File: src/rtl/pei_defines.svh
// Register offsets, field positions and reset values of the PCIe error interrupt block
`ifndef PEI_DEFINES_SVH
`define PEI_DEFINES_SVH

`define PEI_CAUSE_OFFSET     16'h5b88
`define PEI_MASK_OFFSET      16'h5b8c
`define PEI_CTRL_OFFSET      16'h5b90
`define PEI_ADDR_W           16

`define PEI_BIT_COMPL_ABORT  0
`define PEI_BIT_UNUSED       1
`define PEI_BIT_BYTE_EN      2
`define PEI_BIT_TIMEOUT      3
`define PEI_BIT_BM_DROP      4
`define PEI_BIT_ABORT_RCVD   5
`define PEI_NUM_CAUSES       6

`define PEI_IMPL_MASK        6'h3d
`define PEI_CAUSE_RESET      6'h00
`define PEI_MASK_RESET       6'h00
`define PEI_CTRL_SOFT_RST    0

`endif

File: src/rtl/pei_pkg.sv
// Types shared by the PCIe error interrupt block
package pei_pkg;

  typedef logic [5:0] pei_cause_t;

  // Exception events from the host interface, one-cycle pulses or levels
  typedef struct packed {
    logic abort_received;
    logic bus_master_allow;
    logic timeout;
    logic byte_enable_err;
    logic completion_abort;
  } pei_events_t;

  // APB request as seen by the slave
  typedef struct packed {
    logic        psel;
    logic        penable;
    logic        pwrite;
    logic [15:0] paddr;
    logic [31:0] pwdata;
  } pei_apb_req_t;

  typedef enum logic [1:0] {
    PEI_IDLE   = 2'b00,
    PEI_ACCESS = 2'b01,
    PEI_DONE   = 2'b11
  } pei_apb_state_t;

endpackage

File: src/rtl/pei_event_sync.sv
// Two-flop synchroniser with rising-edge detect for one event line
`timescale 1ns/1ns
module pei_event_sync (
  // Clock and reset
  input  wire logic i_clk,
  input  wire logic i_resetn,
  // Event
  input  wire logic i_level,
  output logic      o_level,
  output logic      o_rise,
  output logic      o_fall
);

  logic meta_q;
  logic sync_q;
  logic last_q;

  always_ff @(posedge i_clk or negedge i_resetn) begin
    if (!i_resetn) begin
      meta_q <= 1'b0;
      sync_q <= 1'b0;
      last_q <= 1'b0;
    end else begin
      meta_q <= i_level;
      sync_q <= meta_q;
      last_q <= sync_q;
    end
  end

  assign o_level = sync_q;
  assign o_rise  = sync_q & ~last_q;
  assign o_fall  = ~sync_q & last_q;

endmodule

File: src/rtl/pei_regs.sv
// PCIe error cause and mask registers with interrupt and master-halt logic
`timescale 1ns/1ns
`include "pei_defines.svh"

module pei_regs
  import pei_pkg::*;
(
  // Clock and reset
  input  wire logic        i_clk,
  input  wire logic        i_resetn,
  // APB slave
  input  wire logic        i_psel,
  input  wire logic        i_penable,
  input  wire logic        i_pwrite,
  input  wire logic [15:0] i_paddr,
  input  wire logic [31:0] i_pwdata,
  input  wire logic [3:0]  i_pstrb,
  output logic [31:0]      o_prdata,
  output logic             o_pready,
  output logic             o_pslverr,
  // Host interface exception events (asynchronous levels)
  input  wire logic        i_completion_abort,
  input  wire logic        i_byte_enable_err,
  input  wire logic        i_timeout,
  input  wire logic        i_bus_master_allow,
  input  wire logic        i_abort_received,
  // Interrupt and master control
  output logic             o_irq,
  output logic             o_master_halt,
  output logic             o_global_soft_reset
);

  // ----------------------------------------------------------------
  // Event synchronisation
  // ----------------------------------------------------------------
  pei_events_t ev_raw;
  pei_events_t ev_rise;
  pei_events_t ev_fall;
  pei_events_t ev_lvl;

  assign ev_raw = '{abort_received:   i_abort_received,
                    bus_master_allow: i_bus_master_allow,
                    timeout:          i_timeout,
                    byte_enable_err:  i_byte_enable_err,
                    completion_abort: i_completion_abort};

  // Completion abort issued
  pei_event_sync u_sync_compl (
    .i_clk    (i_clk),
    .i_resetn (i_resetn),
    .i_level  (ev_raw.completion_abort),
    .o_level  (ev_lvl.completion_abort),
    .o_rise   (ev_rise.completion_abort),
    .o_fall   (ev_fall.completion_abort)
  );

  // Byte-enable error
  pei_event_sync u_sync_byte_en (
    .i_clk    (i_clk),
    .i_resetn (i_resetn),
    .i_level  (ev_raw.byte_enable_err),
    .o_level  (ev_lvl.byte_enable_err),
    .o_rise   (ev_rise.byte_enable_err),
    .o_fall   (ev_fall.byte_enable_err)
  );

  // Transaction timeout
  pei_event_sync u_sync_timeout (
    .i_clk    (i_clk),
    .i_resetn (i_resetn),
    .i_level  (ev_raw.timeout),
    .o_level  (ev_lvl.timeout),
    .o_rise   (ev_rise.timeout),
    .o_fall   (ev_fall.timeout)
  );

  // Bus master allow idles high, its drop is the event
  pei_event_sync u_sync_bm_allow (
    .i_clk    (i_clk),
    .i_resetn (i_resetn),
    .i_level  (ev_raw.bus_master_allow),
    .o_level  (ev_lvl.bus_master_allow),
    .o_rise   (ev_rise.bus_master_allow),
    .o_fall   (ev_fall.bus_master_allow)
  );

  // Completer abort received
  pei_event_sync u_sync_abort (
    .i_clk    (i_clk),
    .i_resetn (i_resetn),
    .i_level  (ev_raw.abort_received),
    .o_level  (ev_lvl.abort_received),
    .o_rise   (ev_rise.abort_received),
    .o_fall   (ev_fall.abort_received)
  );

  // ----------------------------------------------------------------
  // Helper functions
  // ----------------------------------------------------------------
  function automatic logic addr_hit(input logic [15:0] addr, input logic [15:0] offs);
    addr_hit = (addr[15:2] == offs[15:2]);
  endfunction

  function automatic pei_cause_t lane0_data(input logic [31:0] wdata, input logic [3:0] strb);
    lane0_data = strb[0] ? wdata[5:0] : 6'h00;
  endfunction

  // ----------------------------------------------------------------
  // APB handshake
  // ----------------------------------------------------------------
  pei_apb_req_t   req;
  pei_apb_state_t state_q;
  pei_apb_state_t state_d;
  logic           wr_fire;
  logic           rd_fire;
  logic           hit_cause;
  logic           hit_mask;
  logic           hit_ctrl;
  logic           hit_any;
  pei_cause_t     wr_bits;

  assign req       = '{psel: i_psel, penable: i_penable, pwrite: i_pwrite,
                       paddr: i_paddr, pwdata: i_pwdata};
  assign hit_cause = addr_hit(req.paddr, `PEI_CAUSE_OFFSET);
  assign hit_mask  = addr_hit(req.paddr, `PEI_MASK_OFFSET);
  assign hit_ctrl  = addr_hit(req.paddr, `PEI_CTRL_OFFSET);
  assign hit_any   = hit_cause | hit_mask | hit_ctrl;
  assign wr_bits   = lane0_data(req.pwdata, i_pstrb) & `PEI_IMPL_MASK;

  // Access completes two cycles after the setup phase, after one wait state
  always_comb begin
    state_d = state_q;
    unique case (state_q)
      PEI_IDLE:   if (req.psel && !req.penable) state_d = PEI_ACCESS;
      PEI_ACCESS: state_d = PEI_DONE;
      PEI_DONE:   state_d = (req.psel && !req.penable) ? PEI_ACCESS : PEI_IDLE;
      default:    state_d = PEI_IDLE;
    endcase
  end

  always_ff @(posedge i_clk or negedge i_resetn) begin
    if (!i_resetn) begin
      state_q <= PEI_IDLE;
    end else begin
      state_q <= state_d;
    end
  end

  always_ff @(posedge i_clk or negedge i_resetn) begin
    if (!i_resetn) begin
      o_pready <= 1'b0;
    end else begin
      o_pready <= (state_d == PEI_DONE);
    end
  end

  assign wr_fire = req.psel & req.penable & o_pready & req.pwrite;
  assign rd_fire = req.psel & req.penable & o_pready & ~req.pwrite;

  // ----------------------------------------------------------------
  // Soft reset control
  // ----------------------------------------------------------------
  logic soft_rst_q;

  // Self-clearing pulse written by software
  always_ff @(posedge i_clk or negedge i_resetn) begin
    if (!i_resetn) begin
      soft_rst_q <= 1'b0;
    end else begin
      soft_rst_q <= wr_fire & hit_ctrl & i_pstrb[0] & req.pwdata[`PEI_CTRL_SOFT_RST];
    end
  end

  assign o_global_soft_reset = soft_rst_q;

  // ----------------------------------------------------------------
  // Cause register
  // ----------------------------------------------------------------
  pei_cause_t cause_q;
  pei_cause_t cause_d;
  pei_cause_t set_bits;
  pei_cause_t clr_bits;
  logic       compl_abort_q;
  logic       byte_en_q;
  logic       timeout_q;
  logic       bm_drop_q;
  logic       abort_rcvd_q;

  localparam pei_cause_t CAUSE_RESET = `PEI_CAUSE_RESET;

  always_comb begin
    set_bits = 6'h00;
    set_bits[`PEI_BIT_COMPL_ABORT] = ev_rise.completion_abort;
    set_bits[`PEI_BIT_BYTE_EN]    = ev_rise.byte_enable_err;
    set_bits[`PEI_BIT_TIMEOUT]    = ev_rise.timeout;
    set_bits[`PEI_BIT_BM_DROP]    = ev_fall.bus_master_allow;
    set_bits[`PEI_BIT_ABORT_RCVD] = ev_rise.abort_received;
  end

  always_comb begin
    clr_bits = (wr_fire && hit_cause) ? wr_bits : 6'h00;
    // Soft reset clears the received-abort halt
    if (soft_rst_q) begin
      clr_bits[`PEI_BIT_ABORT_RCVD] = 1'b1;
    end
    // Set wins over a clear in the same cycle
    cause_d = ((cause_q & ~clr_bits) | set_bits) & `PEI_IMPL_MASK;
  end

  // One flop per cause bit
  always_ff @(posedge i_clk or negedge i_resetn) begin
    if (!i_resetn) begin
      compl_abort_q <= CAUSE_RESET[`PEI_BIT_COMPL_ABORT];
    end else begin
      compl_abort_q <= cause_d[`PEI_BIT_COMPL_ABORT];
    end
  end

  always_ff @(posedge i_clk or negedge i_resetn) begin
    if (!i_resetn) begin
      byte_en_q <= CAUSE_RESET[`PEI_BIT_BYTE_EN];
    end else begin
      byte_en_q <= cause_d[`PEI_BIT_BYTE_EN];
    end
  end

  always_ff @(posedge i_clk or negedge i_resetn) begin
    if (!i_resetn) begin
      timeout_q <= CAUSE_RESET[`PEI_BIT_TIMEOUT];
    end else begin
      timeout_q <= cause_d[`PEI_BIT_TIMEOUT];
    end
  end

  always_ff @(posedge i_clk or negedge i_resetn) begin
    if (!i_resetn) begin
      bm_drop_q <= CAUSE_RESET[`PEI_BIT_BM_DROP];
    end else begin
      bm_drop_q <= cause_d[`PEI_BIT_BM_DROP];
    end
  end

  always_ff @(posedge i_clk or negedge i_resetn) begin
    if (!i_resetn) begin
      abort_rcvd_q <= CAUSE_RESET[`PEI_BIT_ABORT_RCVD];
    end else begin
      abort_rcvd_q <= cause_d[`PEI_BIT_ABORT_RCVD];
    end
  end

  // Reserved slot one has no flop and reads zero
  always_comb begin
    cause_q                        = 6'h00;
    cause_q[`PEI_BIT_COMPL_ABORT]  = compl_abort_q;
    cause_q[`PEI_BIT_BYTE_EN]      = byte_en_q;
    cause_q[`PEI_BIT_TIMEOUT]      = timeout_q;
    cause_q[`PEI_BIT_BM_DROP]      = bm_drop_q;
    cause_q[`PEI_BIT_ABORT_RCVD]   = abort_rcvd_q;
  end

  // ----------------------------------------------------------------
  // Mask register
  // ----------------------------------------------------------------
  pei_cause_t mask_q;

  always_ff @(posedge i_clk or negedge i_resetn) begin
    if (!i_resetn) begin
      mask_q <= `PEI_MASK_RESET;
    end else if (wr_fire && hit_mask && i_pstrb[0]) begin
      mask_q <= wr_bits;
    end
  end

  // ----------------------------------------------------------------
  // Interrupt and master halt
  // ----------------------------------------------------------------
  pei_cause_t pending;

  // Per-bit gating of each cause by its mask bit
  assign pending = cause_d & mask_q;

  always_ff @(posedge i_clk or negedge i_resetn) begin
    if (!i_resetn) begin
      o_irq <= 1'b0;
    end else begin
      o_irq <= |pending;
    end
  end

  always_ff @(posedge i_clk or negedge i_resetn) begin
    if (!i_resetn) begin
      o_master_halt <= 1'b0;
    end else begin
      o_master_halt <= cause_d[`PEI_BIT_ABORT_RCVD];
    end
  end

  // ----------------------------------------------------------------
  // Read data and error
  // ----------------------------------------------------------------
  // Unmapped offsets answer with an error
  always_ff @(posedge i_clk or negedge i_resetn) begin
    if (!i_resetn) begin
      o_pslverr <= 1'b0;
    end else begin
      o_pslverr <= (state_d == PEI_DONE) & ~hit_any;
    end
  end

  // Read data stands only while ready is high
  always_ff @(posedge i_clk or negedge i_resetn) begin
    if (!i_resetn) begin
      o_prdata <= 32'h0000_0000;
    end else if (state_d != PEI_DONE || req.pwrite) begin
      o_prdata <= 32'h0000_0000;
    end else if (hit_cause) begin
      o_prdata <= {26'h000_0000, cause_q};
    end else if (hit_mask) begin
      o_prdata <= {26'h000_0000, mask_q};
    end else begin
      o_prdata <= 32'h0000_0000;
    end
  end

  logic unused_ok;
  assign unused_ok = rd_fire | (|ev_lvl) | (|ev_fall) | ev_rise.bus_master_allow;

endmodule

File: config.mk
export PLATFORM = sky130hd
export DESIGN_NAME = pei_regs
export DESIGN_NICKNAME = d
export VERILOG_FILES = /design/src/rtl/pei_pkg.sv /design/src/rtl/pei_event_sync.sv /design/src/rtl/pei_regs.sv
export VERILOG_INCLUDE_DIRS = /design/src /design/src/rtl
export SDC_FILE = /design/constraint.sdc
export NUM_CORES = 1
export LEC_CHECK = 0
export ABC_AREA = 1
export BUFFER_PORTS_ARGS = -buffer_cell sky130_fd_sc_hd__buf_2
export CAP_MARGIN = 20
export CORE_UTILIZATION = 46
export DETAILED_ROUTE_END_ITERATION = 12
export HOLD_SLACK_MARGIN = 0.15
export PLACE_DENSITY = 0.82
export SLEW_MARGIN = 25
export SYNTH_ARGS = -nofsm -noshare
export SYNTH_HDL_FRONTEND = slang
export SYNTH_HIERARCHICAL = 1
export SYNTH_SLANG_ARGS = --single-unit
File: constraint.sdc
create_clock -name i_clk -period 2.5 [get_ports i_clk]
set_input_delay 0.5 -clock i_clk [delete_from_list [all_inputs] [get_ports i_clk]]
set_output_delay 0.5 -clock i_clk [all_outputs]
set_load 0.05 [all_outputs]
==> report_table.html <==
<table>
<tr><th>Metric</th><th>Value</th></tr>
<tr><th colspan="2">Cells and area</th></tr>
<tr><td>Antenna Diode Count</td><td>0</td></tr>
<tr><td>Sequential Area</td><td>876 um^2</td></tr>
<tr><td>Leading registers by flop count</td><td>mask_q: 5 flops, o_prdata: 5 flops</td></tr>
<tr><td>Area growth syn-to-layout</td><td>12.3%</td></tr>
<tr><td>Filler cell count in the final layout</td><td>~330</td></tr>
<tr><td>Combined area of the multi-input logic cells</td><td>542 um^2</td></tr>
<tr><td>Share of post-route cells with drive strength above 1</td><td>around 28%</td></tr>
<tr><td>Final standard cell utilization of the core</td><td>a little over half</td></tr>
<tr><td>Total number of nets in the final design</td><td>roughly 270</td></tr>
<tr><th colspan="2">CTS</th></tr>
<tr><td>Post-CTS Resized</td><td>0</td></tr>
<tr><td>CTS tree</td><td>done</td></tr>
<tr><td>Clock buffers created by TritonCTS</td><td>5</td></tr>
<tr><td>Hold-fix buffers at CTS</td><td>0</td></tr>
<tr><td>Number of sinks on the clock net</td><td>35</td></tr>
<tr><td>H-Tree Depth</td><td>2</td></tr>
<tr><td>Clock input transition at the sequential cells of the worst setup and hold paths</td><td>100 ps</td></tr>
<tr><td>Clk Tree Root Cell</td><td>clkbuf_4</td></tr>
<tr><td>Clk Latency, worst-skew pair</td><td>330 ps</td></tr>
<tr><td>Setup Buffers After CTS</td><td>0</td></tr>
<tr><td>Largest buffer count on any clock path</td><td>2</td></tr>
<tr><th colspan="2">Global routing</th></tr>
<tr><td>Number of global-route vias before repair</td><td>990</td></tr>
<tr><td>Total gr overflow</td><td>0</td></tr>
<tr><td>Number of antenna violations at the first check in global routing</td><td>0</td></tr>
<tr><td>Total track usage</td><td>14.9%</td></tr>
<tr><td>Global-route wire length before repair</td><td>3990 um</td></tr>
<tr><td>Pin count of the biggest net entering global routing</td><td>36</td></tr>
<tr><th colspan="2">Synthesis</th></tr>
<tr><td>Number of cells produced by synthesis</td><td>166</td></tr>
<tr><td>Avg Cell Area, Syn</td><td>9.69 um^2</td></tr>
<tr><td>Cell area after synthesis</td><td>0.00161 mm^2</td></tr>
<tr><td>Ys Warns</td><td>6</td></tr>
<tr><th colspan="2">Drt</th></tr>
<tr><td>Total wirelength of the detailed-routed design</td><td>around 2400 um</td></tr>
<tr><td>Met2 wire len</td><td>about 1200 um</td></tr>
<tr><td>Number of DRC violations after detailed-routing iteration 0</td><td>31</td></tr>
<tr><td>Vias after detailed routing</td><td>1073</td></tr>
<tr><td>DR WL/cell</td><td>9.17 um</td></tr>
<tr><td>Count of antenna-violating nets left after detailed routing</td><td>0</td></tr>
<tr><td>M1 WL</td><td>1010 um</td></tr>
<tr><td>Top routing layer used</td><td>met4</td></tr>
<tr><td>Mean number of vias per cell</td><td>4.16</td></tr>
<tr><td>First-pass detailed-route iteration total</td><td>4</td></tr>
<tr><td>DRC violation count after routing</td><td>0</td></tr>
<tr><td>Routed length on met3</td><td>125 um</td></tr>
<tr><th colspan="2">Floorplanning</th></tr>
<tr><td>Initial standard-cell utilization of the core</td><td>48.2%</td></tr>
<tr><td>I/O pin count</td><td>99</td></tr>
<tr><td>Die ar.</td><td>0.00374 mm^2</td></tr>
<tr><td>Cell Rows</td><td>21</td></tr>
<tr><td>Die boundary width</td><td>61.1 um</td></tr>
<tr><td>Overall die height</td><td>61.1 um</td></tr>
<tr><td>Core area</td><td>0.00334 mm^2</td></tr>
<tr><th colspan="2">Power and ir drop</th></tr>
<tr><td>Pwr dens</td><td>638 mW/mm^2</td></tr>
<tr><td>Comb power frac</td><td>22.4%</td></tr>
<tr><td>Clock power share</td><td>24.2%</td></tr>
<tr><td>Internal power component</td><td>about 0.76 mW</td></tr>
<tr><td>Switching Fraction</td><td>34.3%</td></tr>
<tr><td>Seq pwr share</td><td>53.4%</td></tr>
<tr><td>Largest voltage drop on the vdd net</td><td>slightly above 0.0003 V</td></tr>
<tr><td>Total power consumption of the routed design</td><td>1.15 mW</td></tr>
<tr><td>Pleak</td><td>1.00 nW</td></tr>
<tr><td>Switching Power</td><td>between 0.3 and 0.4 mW</td></tr>
<tr><th colspan="2">Critical path</th></tr>
<tr><td>Endpoint required time on the critical path</td><td>2730 ps</td></tr>
<tr><td>Crit path DAT</td><td>1720 ps</td></tr>
<tr><td>Startpoint of the most critical register-to-register path</td><td>o_pready$_DFF_PN0_</td></tr>
<tr><td>Kind of end point of the critical path</td><td>register</td></tr>
<tr><td>Endpoint of the lowest-slack register-to-register path</td><td>o_irq$_DFF_PN0_</td></tr>
<tr><td>Category of the most critical setup path</td><td>register to register</td></tr>
<tr><td>Cell count of the worst reg-to-reg path</td><td>9</td></tr>
<tr><td>Critical Path Source Type</td><td>register</td></tr>
<tr><td>Register-to-register path setup slack</td><td>1000 ps</td></tr>
<tr><td>Peak fanout along the critical path</td><td>5</td></tr>
<tr><th colspan="2">STA</th></tr>
<tr><td>Final worst path period need</td><td>1500 ps</td></tr>
<tr><td>Total setup violations reported at the end of the flow</td><td>0</td></tr>
<tr><td>Final Hold Viols</td><td>0</td></tr>
<tr><td>Fin Setup TNS</td><td>0 ps</td></tr>
<tr><td>Hold WS</td><td>roughly 230 ps</td></tr>
<tr><td>Measured slew at the worst slew-check pin</td><td>roughly 750 ps</td></tr>
<tr><td>Ratio of final minimum period to clock period</td><td>59.8%</td></tr>
<tr><td>Worst Skew</td><td>11.3 ps</td></tr>
<tr><td>Number of pins exceeding their max-slew limit in the final report</td><td>0</td></tr>
<tr><td>Max_slew headroom</td><td>between 40% and 50%</td></tr>
<tr><td>RSZ-0062 raised after global routing</td><td>false</td></tr>
<tr><td>Achievable Freq</td><td>between 0.6 and 0.7 GHz</td></tr>
<tr><td>Final setup margin</td><td>1000 ps</td></tr>
<tr><th colspan="2">Placed design</th></tr>
<tr><td>Detail Placement HPWL</td><td>around 1800 um</td></tr>
<tr><td>Placement-stage worst setup slack</td><td>709 ps</td></tr>
<tr><td>Count of port buffers added during placement</td><td>39</td></tr>
<tr><td>RD Place Congestion</td><td>0.720</td></tr>
<tr><th colspan="2">Run</th></tr>
<tr><td>Max-cap viol count</td><td>0</td></tr>
<tr><th colspan="2">Hold path</th></tr>
<tr><td>Min-Delay Path Class</td><td>input pin to asynchronous set/reset pin</td></tr>
<tr><th colspan="2">Status</th></tr>
<tr><td>Status</td><td>finished clean</td></tr>
</table>
## layout by cell type, fill, tap and decap left out, types with 2 or more instances in the layout
| cell | count |
|---|---|
| nand3_1 | 4 |
| clkbuf_4 | 5 |
| inv_1 | 22 |
| conb_1 | 27 |
| nand2_1 | 33 |
| a21oi_1 | 5 |
| buf_2 | 39 |
| nor3_1 | 3 |
| o21ai_0 | 5 |
| nand2_2 | 2 |
| nor2_1 | 12 |
| dfrtp_1 | 35 |
| clkbuf_1 | 2 |
| mux2_4 | 4 |
| nor4_1 | 2 |
| nor2_4 | 2 |
## cell type report
class / count / share of cell area (%)
clock buffers: 7 / 2.49
clock inverters: 1 / 0.277
inverters: 23 / 4.78
multi-input cells: 107 / 30.0
flip-flops and latches: 35 / 48.5
well taps: 46 / 3.19
repair buffers: 39 / 10.8
## through the flow
stage                     instance area, um^2  std cells
after floorplan                          1710        192
after global placement                   1760        250
after detailed placement                 1760        250
after CTS                                1810        258
after global routing                     1810        258
final                                    1810        258
## power by group through the flow
| stage | combinational (mW) | clock [mW] | sequential [mW] |
|---|---|---|---|
| floorplan | 0.179 | 0 | 0.677 |
| global placement | 0.255 | 0 | 0.625 |
| detailed placement | 0.258 | 0 | 0.628 |
| CTS | 0.259 | 0.292 | 0.616 |
| global route | 0.282 | 0.311 | 0.620 |
| finish | 0.258 | 0.279 | 0.616 |
## worst max-delay path: stages, from the launching register on
cell and delay [ps]:
dfrtp_1 390, nand2_1 80, nor3_2 420, nand3_1 130, nand2_1 70, nand2_1 60
nand2_1 70, nand2_1 50, nor2_1 80, nand2_1 50
## how the worst max path moves through the flow
stage,from,end,slack [ps],cells after the start
finish,o_pready$_DFF_PN0_,o_irq$_DFF_PN0_,1000,9
CTS,o_pready$_DFF_PN0_,o_irq$_DFF_PN0_,970,9
global placement,i_paddr[5],mask_q[5]$_DFFE_PN0P_,730,6
global route,o_pready$_DFF_PN0_,o_irq$_DFF_PN0_,870,9
floorplan,o_pready$_DFF_PN0_,o_irq$_DFF_PN0_,850,9
detailed placement,i_paddr[4],mask_q[3]$_DFFE_PN0P_,710,6
## metal layers
layer	vias up	GRT usage [%]
met5	-	0
met4	0	7.79
met3	6	5.04
met2	31	25.2
met1	485	16.8
li1	551	-
Note: power is estimated with default switching activity, not from simulation.
